--- src/pkg/phdtc_pkg.sv ---
`default_nettype none

package phdtc_pkg;

  // ---------------------------------------------------------------
  // Geometry
  // ---------------------------------------------------------------
  localparam int unsigned NUM_WIRES  = 9;
  localparam int unsigned TEMP_W     = 8;
  localparam int unsigned ADDR_W     = 12;

  // ---------------------------------------------------------------
  // Temperature thresholds, degrees Celsius
  // ---------------------------------------------------------------
  localparam logic [TEMP_W-1:0] HEAD_INTERVAL_C = 8'h6E;
  localparam logic [TEMP_W-1:0] HEAD_STOP_C     = 8'h78;
  localparam logic [TEMP_W-1:0] HEAD_RESUME_C   = 8'h64;
  localparam logic [TEMP_W-1:0] FAN_ON_C        = 8'h41;
  localparam logic [TEMP_W-1:0] FAN_OFF_C       = 8'h32;

  // ---------------------------------------------------------------
  // Register offsets (byte addresses)
  // ---------------------------------------------------------------
  localparam logic [ADDR_W-1:0] REG_CTRL    = 12'h000;
  localparam logic [ADDR_W-1:0] REG_WIRES   = 12'h004;
  localparam logic [ADDR_W-1:0] REG_TEMP    = 12'h008;
  localparam logic [ADDR_W-1:0] REG_STATUS  = 12'h00C;
  localparam logic [ADDR_W-1:0] REG_IRQ_ST  = 12'h010;
  localparam logic [ADDR_W-1:0] REG_IRQ_MSK = 12'h014;

  // Control register fields
  localparam int unsigned CTRL_MASTER_BIT = 0;
  localparam int unsigned CTRL_FCLR_BIT   = 1;

  // Wire register fields
  localparam int unsigned WIRE_RIGHT_LSB = 0;
  localparam int unsigned WIRE_LEFT_LSB  = 16;

  // Temperature register fields
  localparam int unsigned TEMP_HEAD_LSB = 0;
  localparam int unsigned TEMP_FAN_LSB  = 8;

  // Interrupt / status event bits
  localparam int unsigned NUM_EVT       = 4;
  localparam int unsigned EVT_FAULT     = 0;
  localparam int unsigned EVT_INTERVAL  = 1;
  localparam int unsigned EVT_STOP      = 2;
  localparam int unsigned EVT_FAN       = 3;

  // Reset values
  localparam logic [NUM_EVT-1:0]   EVT_RESET  = 4'h0;
  localparam logic [NUM_WIRES-1:0] WIRE_RESET = 9'h000;
  localparam logic [TEMP_W-1:0]    TEMP_RESET = 8'h00;

  // Input synchroniser depth
  localparam int unsigned SYNC_STAGES = 3;

  // ---------------------------------------------------------------
  // Types
  // ---------------------------------------------------------------
  typedef enum logic [1:0]
  {
    PHDTC_NORMAL,
    PHDTC_INTERVAL,
    PHDTC_STOPPED
  } phdtc_head_st_t;

  typedef struct packed
  {
    logic [NUM_WIRES-1:0] right;
    logic [NUM_WIRES-1:0] left;
  } phdtc_wires_t;

  typedef struct packed
  {
    logic [TEMP_W-1:0] head;
    logic [TEMP_W-1:0] fan;
  } phdtc_temps_t;

endpackage : phdtc_pkg

`default_nettype wire

--- src/phdtc_sync.sv ---
`timescale 1ns/1ps
`default_nettype none

// Three-stage synchroniser; a change counts once stages two and three agree
module phdtc_sync
  import phdtc_pkg::*;
#(
  parameter int unsigned WIDTH = 1
)
(
  input  wire logic             clk_i,
  input  wire logic             arst_n_i,
  input  wire logic [WIDTH-1:0] d_i,
  output var  logic [WIDTH-1:0] q_o
);

  logic [WIDTH-1:0] s1_q;
  logic [WIDTH-1:0] s2_q;
  logic [WIDTH-1:0] s3_q;
  logic [WIDTH-1:0] q_q;
  logic [WIDTH-1:0] q_d;

  assign q_d = (s2_q == s3_q) ? s3_q : q_q;
  assign q_o = q_q;

  always_ff @(posedge clk_i or negedge arst_n_i)
  begin
    if (!arst_n_i)
    begin
      s1_q <= '0;
      s2_q <= '0;
      s3_q <= '0;
      q_q  <= '0;
    end
    else
    begin
      s1_q <= d_i;
      s2_q <= s1_q;
      s3_q <= s2_q;
      q_q  <= q_d;
    end
  end

endmodule : phdtc_sync

`default_nettype wire

--- src/phdtc_top.sv ---
// Function
// RULE_01: Each of the nine wire drive outputs per side is active high and turns on its coil.
// RULE_02: Each high-side drive output follows its wire drive output in the same cycle.
// RULE_03: With the master head drive low, every coil drive output is forced low.
// RULE_04: A high on either channel driver fault input raises the driver fault output.
// RULE_05: The power board removes its output voltage and the printer beeps on a fault.
// RULE_06: Below 110 C with no thermal stop in force, normal printing is allowed.
// RULE_07: At 110 C or more the block asks for interval printing with longer rests.
// RULE_08: At 120 C or more printing halts and stays halted until 100 C or below.
// RULE_09: After a thermal stop, falling to 100 C or below returns to normal printing.
// RULE_10: Below 65 C with the fan not started, the head fan stays off.
// RULE_11: At 65 C or more the head fan is switched on.
// RULE_12: A running head fan stops only at 50 C or below.
// RULE_13: Temperatures arrive as digital readings; print and fan states are registered.
//
// Our own choices: the APB register port and the register offsets.
`timescale 1ns/1ps
`default_nettype none

module phdtc_top
  import phdtc_pkg::*;
(
  input  wire logic                 CLK_I,
  input  wire logic                 ARST_N_I,
  input  wire logic [ADDR_W-1:0]    PADDR_I,
  input  wire logic                 PSEL_I,
  input  wire logic                 PENABLE_I,
  input  wire logic                 PWRITE_I,
  input  wire logic [31:0]          PWDATA_I,
  output var  logic [31:0]          PRDATA_O,
  output var  logic                 PREADY_O,
  output var  logic                 PSLVERR_O,
  input  wire logic                 PCHAN_DRIVER_FAULT_IN_I,
  input  wire logic                 NCHAN_DRIVER_FAULT_IN_I,
  output var  logic [NUM_WIRES-1:0] RIGHT_WIRE_DRIVE_O,
  output var  logic [NUM_WIRES-1:0] LEFT_WIRE_DRIVE_O,
  output var  logic [NUM_WIRES-1:0] RIGHT_HIGH_SIDE_DRIVE_O,
  output var  logic [NUM_WIRES-1:0] LEFT_HIGH_SIDE_DRIVE_O,
  output var  logic                 HEAD_MASTER_DRIVE_O,
  output var  logic                 DRIVER_FAULT_OUT_O,
  output var  logic                 PRINT_ALLOW_O,
  output var  logic                 PRINT_INTERVAL_O,
  output var  logic                 HEAD_FAN_O,
  output var  logic                 IRQ_O
);

  // ---------------------------------------------------------------
  // Fault input synchronisers
  // ---------------------------------------------------------------
  logic [1:0] fault_raw;
  logic [1:0] fault_sync;

  assign fault_raw = {PCHAN_DRIVER_FAULT_IN_I, NCHAN_DRIVER_FAULT_IN_I};

  phdtc_sync #(
    .WIDTH (2)
  ) u_fault_sync (
    .clk_i    (CLK_I),
    .arst_n_i (ARST_N_I),
    .d_i      (fault_raw),
    .q_o      (fault_sync)
  );

  // ---------------------------------------------------------------
  // APB decode
  // ---------------------------------------------------------------
  logic         acc_w;
  logic         wr_w;
  logic         hit_ctrl;
  logic         hit_wires;
  logic         hit_temp;
  logic         hit_status;
  logic         hit_irq_st;
  logic         hit_irq_msk;
  logic         hit_any;

  assign acc_w       = PSEL_I & PENABLE_I;
  assign wr_w        = acc_w & PWRITE_I;
  assign hit_ctrl    = (PADDR_I == REG_CTRL);
  assign hit_wires   = (PADDR_I == REG_WIRES);
  assign hit_temp    = (PADDR_I == REG_TEMP);
  assign hit_status  = (PADDR_I == REG_STATUS);
  assign hit_irq_st  = (PADDR_I == REG_IRQ_ST);
  assign hit_irq_msk = (PADDR_I == REG_IRQ_MSK);
  assign hit_any     = hit_ctrl | hit_wires | hit_temp | hit_status
                     | hit_irq_st | hit_irq_msk;

  // ---------------------------------------------------------------
  // Software registers
  // ---------------------------------------------------------------
  logic                 master_q;
  logic                 master_d;
  phdtc_wires_t         wires_q;
  phdtc_wires_t         wires_d;
  phdtc_temps_t         temps_q;
  phdtc_temps_t         temps_d;
  logic [NUM_EVT-1:0]   irq_msk_q;
  logic [NUM_EVT-1:0]   irq_msk_d;
  logic                 fault_clr_w;

  assign master_d  = (wr_w & hit_ctrl) ? PWDATA_I[CTRL_MASTER_BIT] : master_q;
  assign fault_clr_w = wr_w & hit_ctrl & PWDATA_I[CTRL_FCLR_BIT];
  assign wires_d.right = (wr_w & hit_wires)
                       ? PWDATA_I[WIRE_RIGHT_LSB +: NUM_WIRES] : wires_q.right;
  assign wires_d.left  = (wr_w & hit_wires)
                       ? PWDATA_I[WIRE_LEFT_LSB +: NUM_WIRES] : wires_q.left;
  // RULE_13
  assign temps_d.head  = (wr_w & hit_temp)
                       ? PWDATA_I[TEMP_HEAD_LSB +: TEMP_W] : temps_q.head;
  assign temps_d.fan   = (wr_w & hit_temp)
                       ? PWDATA_I[TEMP_FAN_LSB +: TEMP_W] : temps_q.fan;
  assign irq_msk_d = (wr_w & hit_irq_msk) ? PWDATA_I[NUM_EVT-1:0] : irq_msk_q;

  always_ff @(posedge CLK_I or negedge ARST_N_I)
  begin
    if (!ARST_N_I)
    begin
      master_q  <= 1'b0;
      wires_q   <= {WIRE_RESET, WIRE_RESET};
      temps_q   <= {TEMP_RESET, TEMP_RESET};
      irq_msk_q <= EVT_RESET;
    end
    else
    begin
      master_q  <= master_d;
      wires_q   <= wires_d;
      temps_q   <= temps_d;
      irq_msk_q <= irq_msk_d;
    end
  end

  // ---------------------------------------------------------------
  // Driver fault latch
  // ---------------------------------------------------------------
  logic fault_now;
  logic fault_q;
  logic fault_d;

  assign fault_now = |fault_sync; // RULE_04
  // Set wins over software clear
  assign fault_d   = fault_now | (fault_q & ~fault_clr_w); // RULE_04

  always_ff @(posedge CLK_I or negedge ARST_N_I)
  begin
    if (!ARST_N_I)
      fault_q <= 1'b0;
    else
      fault_q <= fault_d;
  end

  // ---------------------------------------------------------------
  // Printhead thermal state
  // ---------------------------------------------------------------
  phdtc_head_st_t head_st_q;
  phdtc_head_st_t head_st_d;

  always_comb
  begin
    head_st_d = head_st_q;
    case (head_st_q)
      PHDTC_NORMAL:
      begin
        if (temps_q.head >= HEAD_STOP_C)
          head_st_d = PHDTC_STOPPED; // RULE_08
        else if (temps_q.head >= HEAD_INTERVAL_C)
          head_st_d = PHDTC_INTERVAL; // RULE_07
      end
      PHDTC_INTERVAL:
      begin
        if (temps_q.head >= HEAD_STOP_C)
          head_st_d = PHDTC_STOPPED; // RULE_08
        else if (temps_q.head < HEAD_INTERVAL_C)
          head_st_d = PHDTC_NORMAL; // RULE_06
      end
      PHDTC_STOPPED:
      begin
        if (temps_q.head <= HEAD_RESUME_C)
          head_st_d = PHDTC_NORMAL; // RULE_09
      end
      default:
        head_st_d = PHDTC_STOPPED;
    endcase
  end

  always_ff @(posedge CLK_I or negedge ARST_N_I)
  begin
    if (!ARST_N_I)
      head_st_q <= PHDTC_NORMAL;
    else
      head_st_q <= head_st_d; // RULE_13
  end

  // ---------------------------------------------------------------
  // Head fan hysteresis
  // ---------------------------------------------------------------
  logic fan_q;
  logic fan_d;

  assign fan_d = fan_q ? (temps_q.fan > FAN_OFF_C)    // RULE_12
                       : (temps_q.fan >= FAN_ON_C);   // RULE_10 RULE_11

  always_ff @(posedge CLK_I or negedge ARST_N_I)
  begin
    if (!ARST_N_I)
      fan_q <= 1'b0;
    else
      fan_q <= fan_d; // RULE_13
  end

  // ---------------------------------------------------------------
  // Coil drive outputs
  // ---------------------------------------------------------------
  logic                 drive_en_w;
  logic                 allow_w;
  logic [NUM_WIRES-1:0] right_d;
  logic [NUM_WIRES-1:0] left_d;

  assign allow_w    = (head_st_d != PHDTC_STOPPED); // RULE_06
  // Fault also drops drive so a shorted driver draws no current
  assign drive_en_w = master_d & allow_w & ~fault_d; // RULE_03

  genvar gi;
  generate
    for (gi = 0; gi < NUM_WIRES; gi++)
    begin : g_wire
      assign right_d[gi] = drive_en_w & wires_d.right[gi]; // RULE_01
      assign left_d[gi]  = drive_en_w & wires_d.left[gi];  // RULE_01
    end
  endgenerate

  always_ff @(posedge CLK_I or negedge ARST_N_I)
  begin
    if (!ARST_N_I)
    begin
      RIGHT_WIRE_DRIVE_O      <= WIRE_RESET;
      LEFT_WIRE_DRIVE_O       <= WIRE_RESET;
      RIGHT_HIGH_SIDE_DRIVE_O <= WIRE_RESET;
      LEFT_HIGH_SIDE_DRIVE_O  <= WIRE_RESET;
      HEAD_MASTER_DRIVE_O     <= 1'b0;
    end
    else
    begin
      RIGHT_WIRE_DRIVE_O      <= right_d;
      LEFT_WIRE_DRIVE_O       <= left_d;
      RIGHT_HIGH_SIDE_DRIVE_O <= right_d; // RULE_02
      LEFT_HIGH_SIDE_DRIVE_O  <= left_d;  // RULE_02
      HEAD_MASTER_DRIVE_O     <= drive_en_w; // RULE_03
    end
  end

  // ---------------------------------------------------------------
  // Status outputs
  // ---------------------------------------------------------------
  always_ff @(posedge CLK_I or negedge ARST_N_I)
  begin
    if (!ARST_N_I)
    begin
      DRIVER_FAULT_OUT_O <= 1'b0;
      PRINT_ALLOW_O      <= 1'b0;
      PRINT_INTERVAL_O   <= 1'b0;
      HEAD_FAN_O         <= 1'b0;
    end
    else
    begin
      DRIVER_FAULT_OUT_O <= fault_d; // RULE_04
      PRINT_ALLOW_O      <= allow_w & ~fault_d;
      PRINT_INTERVAL_O   <= (head_st_d == PHDTC_INTERVAL); // RULE_07
      HEAD_FAN_O         <= fan_d;
    end
  end

  // ---------------------------------------------------------------
  // Interrupt events
  // ---------------------------------------------------------------
  logic [NUM_EVT-1:0] evt_w;
  logic [NUM_EVT-1:0] irq_st_q;
  logic [NUM_EVT-1:0] irq_st_d;
  logic [NUM_EVT-1:0] irq_clr_w;

  assign evt_w[EVT_FAULT]    = fault_d & ~fault_q;
  assign evt_w[EVT_INTERVAL] = (head_st_d == PHDTC_INTERVAL)
                             & (head_st_q != PHDTC_INTERVAL);
  assign evt_w[EVT_STOP]     = (head_st_d == PHDTC_STOPPED)
                             & (head_st_q != PHDTC_STOPPED);
  assign evt_w[EVT_FAN]      = fan_d ^ fan_q;
  assign irq_clr_w = (wr_w & hit_irq_st) ? PWDATA_I[NUM_EVT-1:0] : EVT_RESET;
  assign irq_st_d  = evt_w | (irq_st_q & ~irq_clr_w);

  always_ff @(posedge CLK_I or negedge ARST_N_I)
  begin
    if (!ARST_N_I)
    begin
      irq_st_q <= EVT_RESET;
      IRQ_O    <= 1'b0;
    end
    else
    begin
      irq_st_q <= irq_st_d;
      IRQ_O    <= |(irq_st_d & irq_msk_d);
    end
  end

  // ---------------------------------------------------------------
  // APB read path
  // ---------------------------------------------------------------
  logic [31:0] rdata_w;
  logic [31:0] status_w;

  assign status_w = {24'h000000, 1'b0, fan_q, head_st_q == PHDTC_STOPPED,
                     head_st_q == PHDTC_INTERVAL, fault_sync, fault_q, master_q};

  always_comb
  begin
    rdata_w = 32'h00000000;
    if (hit_ctrl)
      rdata_w[CTRL_MASTER_BIT] = master_q;
    if (hit_wires)
    begin
      rdata_w[WIRE_RIGHT_LSB +: NUM_WIRES] = wires_q.right;
      rdata_w[WIRE_LEFT_LSB +: NUM_WIRES]  = wires_q.left;
    end
    if (hit_temp)
    begin
      rdata_w[TEMP_HEAD_LSB +: TEMP_W] = temps_q.head;
      rdata_w[TEMP_FAN_LSB +: TEMP_W]  = temps_q.fan;
    end
    if (hit_status)
      rdata_w = status_w;
    if (hit_irq_st)
      rdata_w[NUM_EVT-1:0] = irq_st_q;
    if (hit_irq_msk)
      rdata_w[NUM_EVT-1:0] = irq_msk_q;
  end

  always_ff @(posedge CLK_I or negedge ARST_N_I)
  begin
    if (!ARST_N_I)
    begin
      PRDATA_O  <= 32'h00000000;
      PREADY_O  <= 1'b0;
      PSLVERR_O <= 1'b0;
    end
    else
    begin
      PRDATA_O  <= (PSEL_I & ~PENABLE_I & ~PWRITE_I) ? rdata_w : PRDATA_O;
      PREADY_O  <= PSEL_I & ~PENABLE_I;
      PSLVERR_O <= PSEL_I & ~PENABLE_I & ~hit_any;
    end
  end

endmodule : phdtc_top

`default_nettype wire

--- config.mk ---
export PLATFORM = sky130hd
export DESIGN_NAME = phdtc_top
export DESIGN_NICKNAME = d
export VERILOG_FILES = /design/src/pkg/phdtc_pkg.sv /design/src/phdtc_sync.sv /design/src/phdtc_top.sv
export SDC_FILE = /design/constraint.sdc
export NUM_CORES = 1
export LEC_CHECK = 0
export BUFFER_PORTS_ARGS = -buffer_cell sky130_fd_sc_hd__buf_2
export CAP_MARGIN = 30
export CORE_UTILIZATION = 52
export DETAILED_ROUTE_END_ITERATION = 10
export PLACE_DENSITY = 0.79
export SLEW_MARGIN = 30
export SYNTH_ARGS = -nofsm -noshare
export SYNTH_HDL_FRONTEND = slang
export SYNTH_SLANG_ARGS = --single-unit
--- constraint.sdc ---
create_clock -name CLK_I -period 2.3 [get_ports CLK_I]
set_input_delay 0.46 -clock CLK_I [delete_from_list [all_inputs] [get_ports CLK_I]]
set_output_delay 0.46 -clock CLK_I [all_outputs]
set_load 0.02 [all_outputs]
# Word level (Yosys, flattened, before mapping)
# Index checks and enable logic that the tools add are counted.
# word_totals
word_cells	118
regBits	111
input_bits	51
# classes
order_cmp	6
bitwise	53
n_mux	19
n_eq_ne	13
reduce_logical	4
# ops
cell	n
$and 1x1->1	36
$mux 9	4
$mux 25	1
$eq 12x4->1 const B	2
$eq 12x5->1 const B	2
$ge 8x7->1 const B	3
$mux 16	1
$mux 4	4
$eq 12x3->1 const B	1
$logic_not 12->1	1
$mux 2	5
$and 4x4->4	2
$gt 8x6->1 const B	1
$le 8x7->1 const B	1
$lt 8x7->1 const B	1
$not 1->1	6
$or 1x1->1	6
$pmux 2 s3	1
$eq 2x1->1 const B	2
$eq 2x2->1 const B	2
$ne 2x2->1 const B	2
$not 4->4	1
$or 4x4->4	1
$reduce_or 4->1	1
other kinds (6)	8

# Longest topological paths before layout
# Gate-level depths: netlist (run 1).
# logic_depth
depth_word	11
mapped_depth	7
depth_no_buf	6

# Modules after synthesis
# Synthesis (run 1) repeated with hierarchy kept, for this count alone.
# unflattened
hier_cells	446
hier_area_um2	4574.4
# by_module_without_submodules
module	instances	seq_area_each_um2	area_each_um2	cells_each
phdtc_top	1	2402.3	4324.1	430
phdtc_sync	1	200.2	250.2	16

# Worst setup path after synthesis (run 1)
# Ideal clock, no wire load.
# synth_path
kind	input-to-reg
from	input PADDR_I[9]
to	register temps_q[0] (netlist bit)
setup_slack_ps	184
required_ps	2175
t_arrival_ps	1991
path_buffers	1
setup_ps	125
cell_stages	5
cell_sequence	nor4_4 -> nand3_1 -> nor3_4 -> buf_12 -> mux2_4
# synth_via
elab_chain_cells	2
# synth_rtl
item	line	text
start, declared	phdtc_top.sv:25	input wire logic [ADDR_W-1:0] PADDR_I,
$eq 12x4->1	phdtc_top.sv:81	assign hit_temp = (PADDR_I == REG_TEMP);
$and 1x1->1	phdtc_top.sv:110	assign temps_d.fan = (wr_w & hit_temp)
end signal, assigned	phdtc_top.sv:120	temps_q <= {TEMP_RESET, TEMP_RESET};
end signal, assigned	phdtc_top.sv:127	temps_q <= temps_d;
end, declared	phdtc_top.sv:95	phdtc_temps_t temps_q;
# No other way between the ends.
# A chain may end at the register's enable or synchronous reset.

# Final worst setup path (run 1)
# layout_path
from	input PADDR_I[9]
to	register LEFT_HIGH_SIDE_DRIVE_O[6]
# layout_via
elab_chain_cells	9
elab_cells_between_ends	14
cone_classes	eq/ne (1); mux (2); bitwise (10); reduce/logical (1)
# layout_rtl
item	line	text
$logic_not 12->1	phdtc_top.sv:79	assign hit_ctrl = (PADDR_I == REG_CTRL);
$and 1x1->1	phdtc_top.sv:101, phdtc_top.sv:102	
$and 1x1->1	phdtc_top.sv:102	assign fault_clr_w = wr_w & hit_ctrl & PWDATA_I[CTRL_FCLR_BIT];
$not 1->1	phdtc_top.sv:141	assign fault_d = fault_now | (fault_q & ~fault_clr_w);
$and 1x1->1	phdtc_top.sv:141	
$or 1x1->1	phdtc_top.sv:141	
$not 1->1	phdtc_top.sv:220	assign drive_en_w = master_d & allow_w & ~fault_d;
$and 1x1->1	phdtc_top.sv:220	
$and 1x1->1 *	phdtc_top.sv:227	assign left_d[gi] = drive_en_w & wires_d.left[gi];
named net left_d[6]	phdtc_top.sv:216	logic [NUM_WIRES-1:0] left_d;
end signal, assigned	phdtc_top.sv:246	LEFT_HIGH_SIDE_DRIVE_O <= left_d;
end, declared	phdtc_top.sv:38	output var logic [NUM_WIRES-1:0] LEFT_HIGH_SIDE_DRIVE_O,
# Mark *: on every way through the listed nets, which the timed path passes. The rest lies on a longest branch.

==> results of run 1 <==
-- path summary, 6_finish.rpt --
path	end
setup / recovery	LEFT_HIGH_SIDE_DRIVE_O[6]$_DFF_PN0_
max in group asynchronous	wires_q[2]$_DFF_PN0_
hold / removal	PRDATA_O[9]$_DFFE_PN0P_
min in group CLK_I	u_fault_sync.s1_q[1]$_DFF_PN0_
setup reg to reg	IRQ_O$_DFF_PN0_
hold reg to reg	u_fault_sync.s2_q[1]$_DFF_PN0_
-- sequential cells by signal, summed over array words and instances (netlist names), 2 cells and up --
signal,cells
u_fault_sync.s3_q,2
head_st_q,2
irq_msk_q,4
irq_st_q,4
wires_q,18
RIGHT_HIGH_SIDE_DRIVE_O,9
u_fault_sync.s1_q,2
temps_q,16
u_fault_sync.s2_q,2
PRDATA_O,25
u_fault_sync.q_o,2
LEFT_HIGH_SIDE_DRIVE_O,9
-- power by group through the flow --
stage / Clock, W / Sequential [W] / Combinational (W)
after floorplan: 0 / 0.00191 / 0.0000825
after global placement: 0 / 0.00190 / 0.000198
after detailed placement: 0 / 0.00190 / 0.000206
after CTS: 0.00111 / 0.00186 / 0.000206
after global routing: 0.00118 / 0.00187 / 0.000228
final: 0.00108 / 0.00186 / 0.000204
-- synthesized netlist by cell type (2+ instances only) --
cell / n
nor4_1: 4
o22ai_1: 2
and4_1: 2
nand4_1: 3
nand2b_1: 6
nor3_1: 4
o2bb2ai_1: 2
nand2_1: 50
nor2b_1: 13
inv_1: 5
a22oi_1: 6
xnor2_1: 2
and3_1: 2
mux2i_1: 3
clkbuf_1: 8
dfrtp_1: 104
mux2_4: 20
buf_4: 27
mux2_2: 20
nor2_1: 12
buf_6: 2
nand3_1: 20
a21o_1: 3
o21ai_0: 14
a21oi_1: 13
nor2b_2: 9
a22o_1: 3
-- cells by family after synthesis --
| kind of cell | count (synthesis) | share of synthesized area, % |
|---|---|---|
| buffers and inverters | 44 | 6.417 |
| AO/OA/AOI/OAI | 57 | 8.601 |
| AND/OR/NAND/NOR | 138 | 16.47 |
| XOR/XNOR | 2 | 0.3775 |
| multiplexers | 43 | 11.97 |
| flip-flops | 104 | 56.08 |
| other | 1 | 0.08081 |
-- metrics by stage --
stage | cell area (sq um) | total power [W] | std cells
floorplan | 4663 | 0.001988 | 395
global placement | 5199 | 0.002097 | 587
detailed placement | 5199 | 0.002106 | 587
CTS | 5386 | 0.003179 | 603
global route | 5386 | 0.003276 | 603
finish | 5386 | 0.003151 | 603
-- routing by layer --
| layer | part of all wire, % | GRT usage [%] | routed length (um) |
|---|---|---|---|
| met3 | 6.6 | 4.773 | 658 |
| met4 | 1.6 | 9.436 | 161 |
| met1 | 42 | 29.35 | 4206 |
| met5 | 0 | 0 | 0 |
| met2 | 49 | 36.09 | 4901 |
-- final cells by class --
class,count,area (sq um),area share (%)
sequential,104,2603,48.32
multi-input combinational,247,1763,32.73
timing repair buffer,122,675.6,12.54
clock buffer,10,137.6,2.555
tap,108,135.1,2.509
clock inverter,6,50.05,0.9292
inverter,6,22.52,0.4181
-- worst register-to-register path: stages, from the launching register on --
cell      delay (ns)
dfrtp_1         0.45
and3b_1         0.25
mux2i_1         0.08
or4b_2          0.67
a21boi_0        0.21
a211o_1         0.14
==> results.tsv, run 1 <==
metric	value	unit
final worst slack	0.2704	ns
Hold WS	0.09458	ns
Setup CP Type	input pin to register	
CTS Buf Count	9	
Cell Int Power	0.002356	W
vias in the first global route	3174	
Worst Tran Pin Value	0.6172	ns
pin count of the biggest net entering global routing	48	
Worst EP required	2.56	ns
Fmax	0.4927	GHz
drt pass-1 iters	5	
Cells after Synth	389	
PwrDens	584.9	nW/um^2
Worst setup EP type	register	
Area Growth Syn to Fin	16.07	%
global route overflow	0	
HPWL after DPL	7.100	mm
Stages on worst setup path	6	
post-synthesis sequential area ratio	56.08	%
combinational power share	6.5	%
Worst Path Max Fanout	19	
Die Y	96.47	um
total wire length	9.927	mm
initial antenna violation count	0	
Worst Setup SP	PADDR_I[9]	
Slew Limit Fails	0	
Max-Cap Viols	0	
Post-Syn Area	4641	sq um
die extent in x	96.47	um
P_sw	0.0007944	W
Primary FF master, synth	dfrtp_1	
worst r2r src	temps_q[12]$_DFFE_PN0P_	
status	finished, final reports clean	
first-pass GRT wire length	15.47	mm
post-CTS sizing	0	
pre-CTS setup slack	-0.1026	ns
commonest non-fill, non-tap cell in the layout	buf_2	
# DRC	0	
max_slew headroom	58.85	%
RSZ-0062 raised after global routing	false	
R2R cell count	5	
Port Buf Inserts	112	
share of synthesized flip-flops with an asynchronous set or reset	100.0	%
commonest cells after routing, fill and taps aside	111 x buf_2, 104 x dfrtp_1, 50 x nand2_1	
post-synthesis area per instance	11.93	sq um
Sw Share	25.21	%
main area contributors after synthesis	dfrtp_1 56%, mux2_4 6.5%, mux2_2 4.9%, buf_4 4.4%, nand2_1 4.0%	
setup violators final	0	
# clock sinks	104	
Worst EP arrival	2.29	ns
clock share of power	34.4	%
CP max stage cell	nor4_4	
clock skew	0.01527	ns
root buffer cell	clkbuf_8	
critical path's largest stage delay	0.46	ns
NumNets Final	541	
antenna cells	0	
post-layout util	62.07	%
Post-synth EDFFs	0	
core area	8678	sq um
Synth Register Bits	104	
worst min path class	input pin to asynchronous set/reset pin	
post-synth cell types	57	
Leakage Power	2.840	nW
critical-path cell list	buf_2, nor4_4, nand3_1, o41ai_2, a211o_4, nor2b_1	
final hold violation count	0	
vias after detailed routing	3297	
total number of yosys warnings	0	
Startpoint Class	input pin	
register share of total power	59.2	%
flop2flop setup slack	0.44	ns
die area	9306	sq um
CTS H-tree depth	3	
total track usage	22.38	%
cell family with most CP delay	simple AND/OR/NAND/NOR gates	
DRT iter0 DRCs	183	
Layout fillers	694	
worst skew pair latency	0.37	ns
setup bufs post-CTS	0	
area leader, netlist	dfrtp_1	
Setup TNS Final	0	ns
WL/cell	16.46	um
vias per cell	5.468	
I/O pin count	127	
Final Wtd Congestion	0.8931	
Antenna Nets Post-Route	0	
fin crit period	2.030	ns
crit share post-route	88.25	%
CTS tree	done	
Reg clk slew, reported paths	0.10	ns
Hold Buf Count CTS	0	
num rows	34	
fraction of layout cells with a size suffix above 1	40.00	%
clock buffer depth	2	
Initial Util	53.47	%
Peak VDD IR	0.2671	mV
share of the synthesized area in the top cell type	56.08	%
WP buf/inv	1	
No activity file was read; power rests on OpenSTA's default activity.
==> inputs of run 2 (changes only) <==
Settings changed: ABC_AREA set to 1, CORE_UTILIZATION 52 to 53, PLACE_DENSITY 0.79 to 0.8.
==> results.tsv, run 2 <==
metric	value	unit	change
crit share post-route	71.47	%	-17 points
Peak VDD IR	0.3791	mV	+42%
final std cells w/o fill	761		+26%
Synth Register Bits	104		unchanged
root buffer cell	clkbuf_8		
antenna cells	0		unchanged
NumNets Final	699		+29%
share of the synthesized area in the top cell type	54.69	%	-1.4 points
global route overflow	0		unchanged
vias per cell	4.945		-9.6%
CP max stage cell	o21ai_1		
clock skew	0.01736	ns	+0.002099 ns
RSZ-0062 raised after global routing	false		
total track usage	22.25	%	-0.13 points
num rows	34		unchanged
Worst Tran Pin Value	0.5358	ns	-0.08146 ns
Port Buf Inserts	112		unchanged
first-pass GRT wire length	16.48	mm	+6.6%
Worst Path Max Fanout	36		+17
Initial Util	54.56	%	+1.1 points
Worst setup EP type	register		
critical-path cell list	buf_2, nor2_1, nand3_1, nor2_1, nand2_2, inv_2, nand2_4, o21ai_1, inv_1		
PwrDens	589.3	nW/um^2	+0.75%
core area	8721	sq um	+0.49%
status	finished, final reports clean		
Startpoint Class	input pin		
Setup TNS Final	0	ns	unchanged
CTS Buf Count	9		unchanged
setup bufs post-CTS	0		unchanged
vias in the first global route	3613		+14%
Final Wtd Congestion	0.9065		+1.5%
max reg flops	25		unchanged
most frequent CP cell	nor2_1		
# DRC	0		unchanged
Die Y	96.75	um	+0.29%
top flop regs	PRDATA_O x25, wires_q x18, temps_q x16		
drt pass-1 iters	5		unchanged
Worst Setup SP	PADDR_I[1]		
worst r2r src	temps_q[12]$_DFFE_PN0P_		
clock buffer depth	2		unchanged
Reg clk slew, reported paths	0.10	ns	about the same
WL/cell	13.13	um	-20%
max_slew headroom	64.28	%	+5.4 points
critical path's largest stage delay	0.30	ns	-0.16 ns
flop2flop setup slack	0.71	ns	+0.27 ns
Fmax	0.6083	GHz	+23%
CTS H-tree depth	3		unchanged
Top reg by flops	PRDATA_O		
die extent in x	96.75	um	+0.29%
WP buf/inv	3		+2
CTS tree	done		
post-synthesis area per instance	8.620	sq um	-28%
post-CTS sizing	0		unchanged
vias after detailed routing	3763		+14%
worst skew pair latency	0.38	ns	about the same
register area	2603	sq um	unchanged
total number of yosys warnings	0		unchanged
Placed Cells incl. Taps	745		+27%
area taken by multi-input logic gates	1548	sq um	-12%
post-synth cell types	34		-40%
Worst EP required	2.56	ns	about the same
DRT iter0 DRCs	182		-0.55%
cell family with most CP delay	simple AND/OR/NAND/NOR gates		
initial antenna violation count	0		unchanged
main area contributors after synthesis	dfrtp_1 55%, nand2_1 9.5%, inv_1 7.4%, buf_4 4.6%, o21ai_0 4.5%		
area leader, netlist	dfrtp_1		
Max-Cap Viols	0		unchanged
top-count cell post-synth	nand2_1		
Leakage Power	3.181	nW	+12%
Area Growth Syn to Fin	15.36	%	
Post-Syn Area	4758	sq um	+2.5%
R2R cell count	7		+2
pin count of the biggest net entering global routing	105		+120%
setup violators final	0		unchanged
R2R Path End	LEFT_HIGH_SIDE_DRIVE_O[4]$_DFF_PN0_		
Hold Buf Count CTS	0		unchanged
Slew Limit Fails	0		unchanged
total wire length	9.991	mm	+0.64%
Setup CP Type	input pin to register		
Post-synth EDFFs	0		unchanged
commonest cells in the netlist	121 x nand2_1, 104 x dfrtp_1, 94 x inv_1		
Worst EP arrival	1.91	ns	-0.38 ns
Layout fillers	772		+11%
Cells after Synth	552		+42%
commonest cells after routing, fill and taps aside	121 x nand2_1, 111 x buf_2, 104 x dfrtp_1		
I/O pin count	127		unchanged
worst min path class	input pin to asynchronous set/reset pin		
Antenna Nets Post-Route	0		unchanged
post-synthesis sequential area ratio	54.69	%	-1.4 points
final hold violation count	0		unchanged
Primary FF master, synth	dfrtp_1		
share of synthesized flip-flops with an asynchronous set or reset	100.0	%	unchanged
HPWL after DPL	7.304	mm	+2.9%
# clock sinks	104		unchanged
fin crit period	1.644	ns	-0.3858 ns
fraction of layout cells with a size suffix above 1	25.57	%	-14 points
die area	9361	sq um	+0.58%
commonest non-fill, non-tap cell in the layout	nand2_1		
-- run 2: cell count changes after synthesis, moves of 14 or more --
cell / previous run / this run
nor2_1: 12 / 46
o21ai_0: 14 / 43
nand2_1: 50 / 121
mux2_4: 20 / 0
mux2_2: 20 / 0
inv_1: 5 / 94
o21ai_1: 0 / 14
-- run 2: layout make-up --
class	instances	share of cell area, %
repair buffers	116	11.26
well taps	108	2.462
clock inverters	7	1.778
clock buffers	9	2.257
inverters	97	6.633
flip-flops and latches	104	47.41
multi-input cells	320	28.20
-- run 2: cell families after synthesis --
kind of cell    after synthesis  share of synthesized area, %
buf+inv                     134                         13.25
xor+xnor                      1                        0.1841
compound gates               91                         11.04
simple gates                220                         20.54
other cells                   1                       0.07881
flops                       104                         54.69
mux                           1                        0.2104
-- run 2: metrics by stage --
stage	hold slack, ns	instance area [sq um]	util [%]	worst slack, ns	total power (W)
6_report	0.1279	5489	62.94	0.6561	0.003235
2_1_floorplan	0.1644	4781	-	0.6893	0.001958
3_3_place_gp	0.3337	5268	60.40	0.3161	0.002050
5_1_grt	0.1694	5489	62.94	0.4255	0.003350
4_1_cts	0.1637	5489	62.94	0.6621	0.003266
3_5_place_dp	0.3370	5268	60.40	0.2536	0.002054
-- run 2: layer usage --
layer / track usage (%) / vias to the layer above / wire (um)
li1: - / 1871 / -
met4: 9.185 / 0 / 229
met2: 35.92 / 110 / 4755
met1: 29.14 / 1759 / 4520
met5: 0 / - / 0
met3: 4.986 / 23 / 485
-- run 2: worst reg2reg max path: cells and delay by family (launching register included) --
kind                   cells  cell delay [ns]
buffers and inverters      1             0.05
flip-flops                 1             0.43
AND/OR/NAND/NOR            5             0.84
AO/OA/AOI/OAI              1             0.20
-- run 2: worst max path at each step --
stage	to	cells past startpoint
5_1_grt	wires_q[9]$_DFF_PN0_	9
2_1_floorplan	LEFT_HIGH_SIDE_DRIVE_O[7]$_DFF_PN0_	9
3_3_place_gp	RIGHT_HIGH_SIDE_DRIVE_O[1]$_DFF_PN0_	9
6_report	wires_q[11]$_DFF_PN0_	9
4_1_cts	wires_q[11]$_DFF_PN0_	9
3_5_place_dp	wires_q[11]$_DFF_PN0_	9
-- run 2: power breakdown --
| part | internal (W) | switching (W) | total (W) | leakage, nW |
|---|---|---|---|---|
| Clock | 0.000535 | 0.000686 | 0.00122 | 0.110 |
| Sequential | 0.00184 | 0.00000749 | 0.00185 | 1.24 |
| Combinational | 0.0000474 | 0.000117 | 0.000164 | 1.84 |
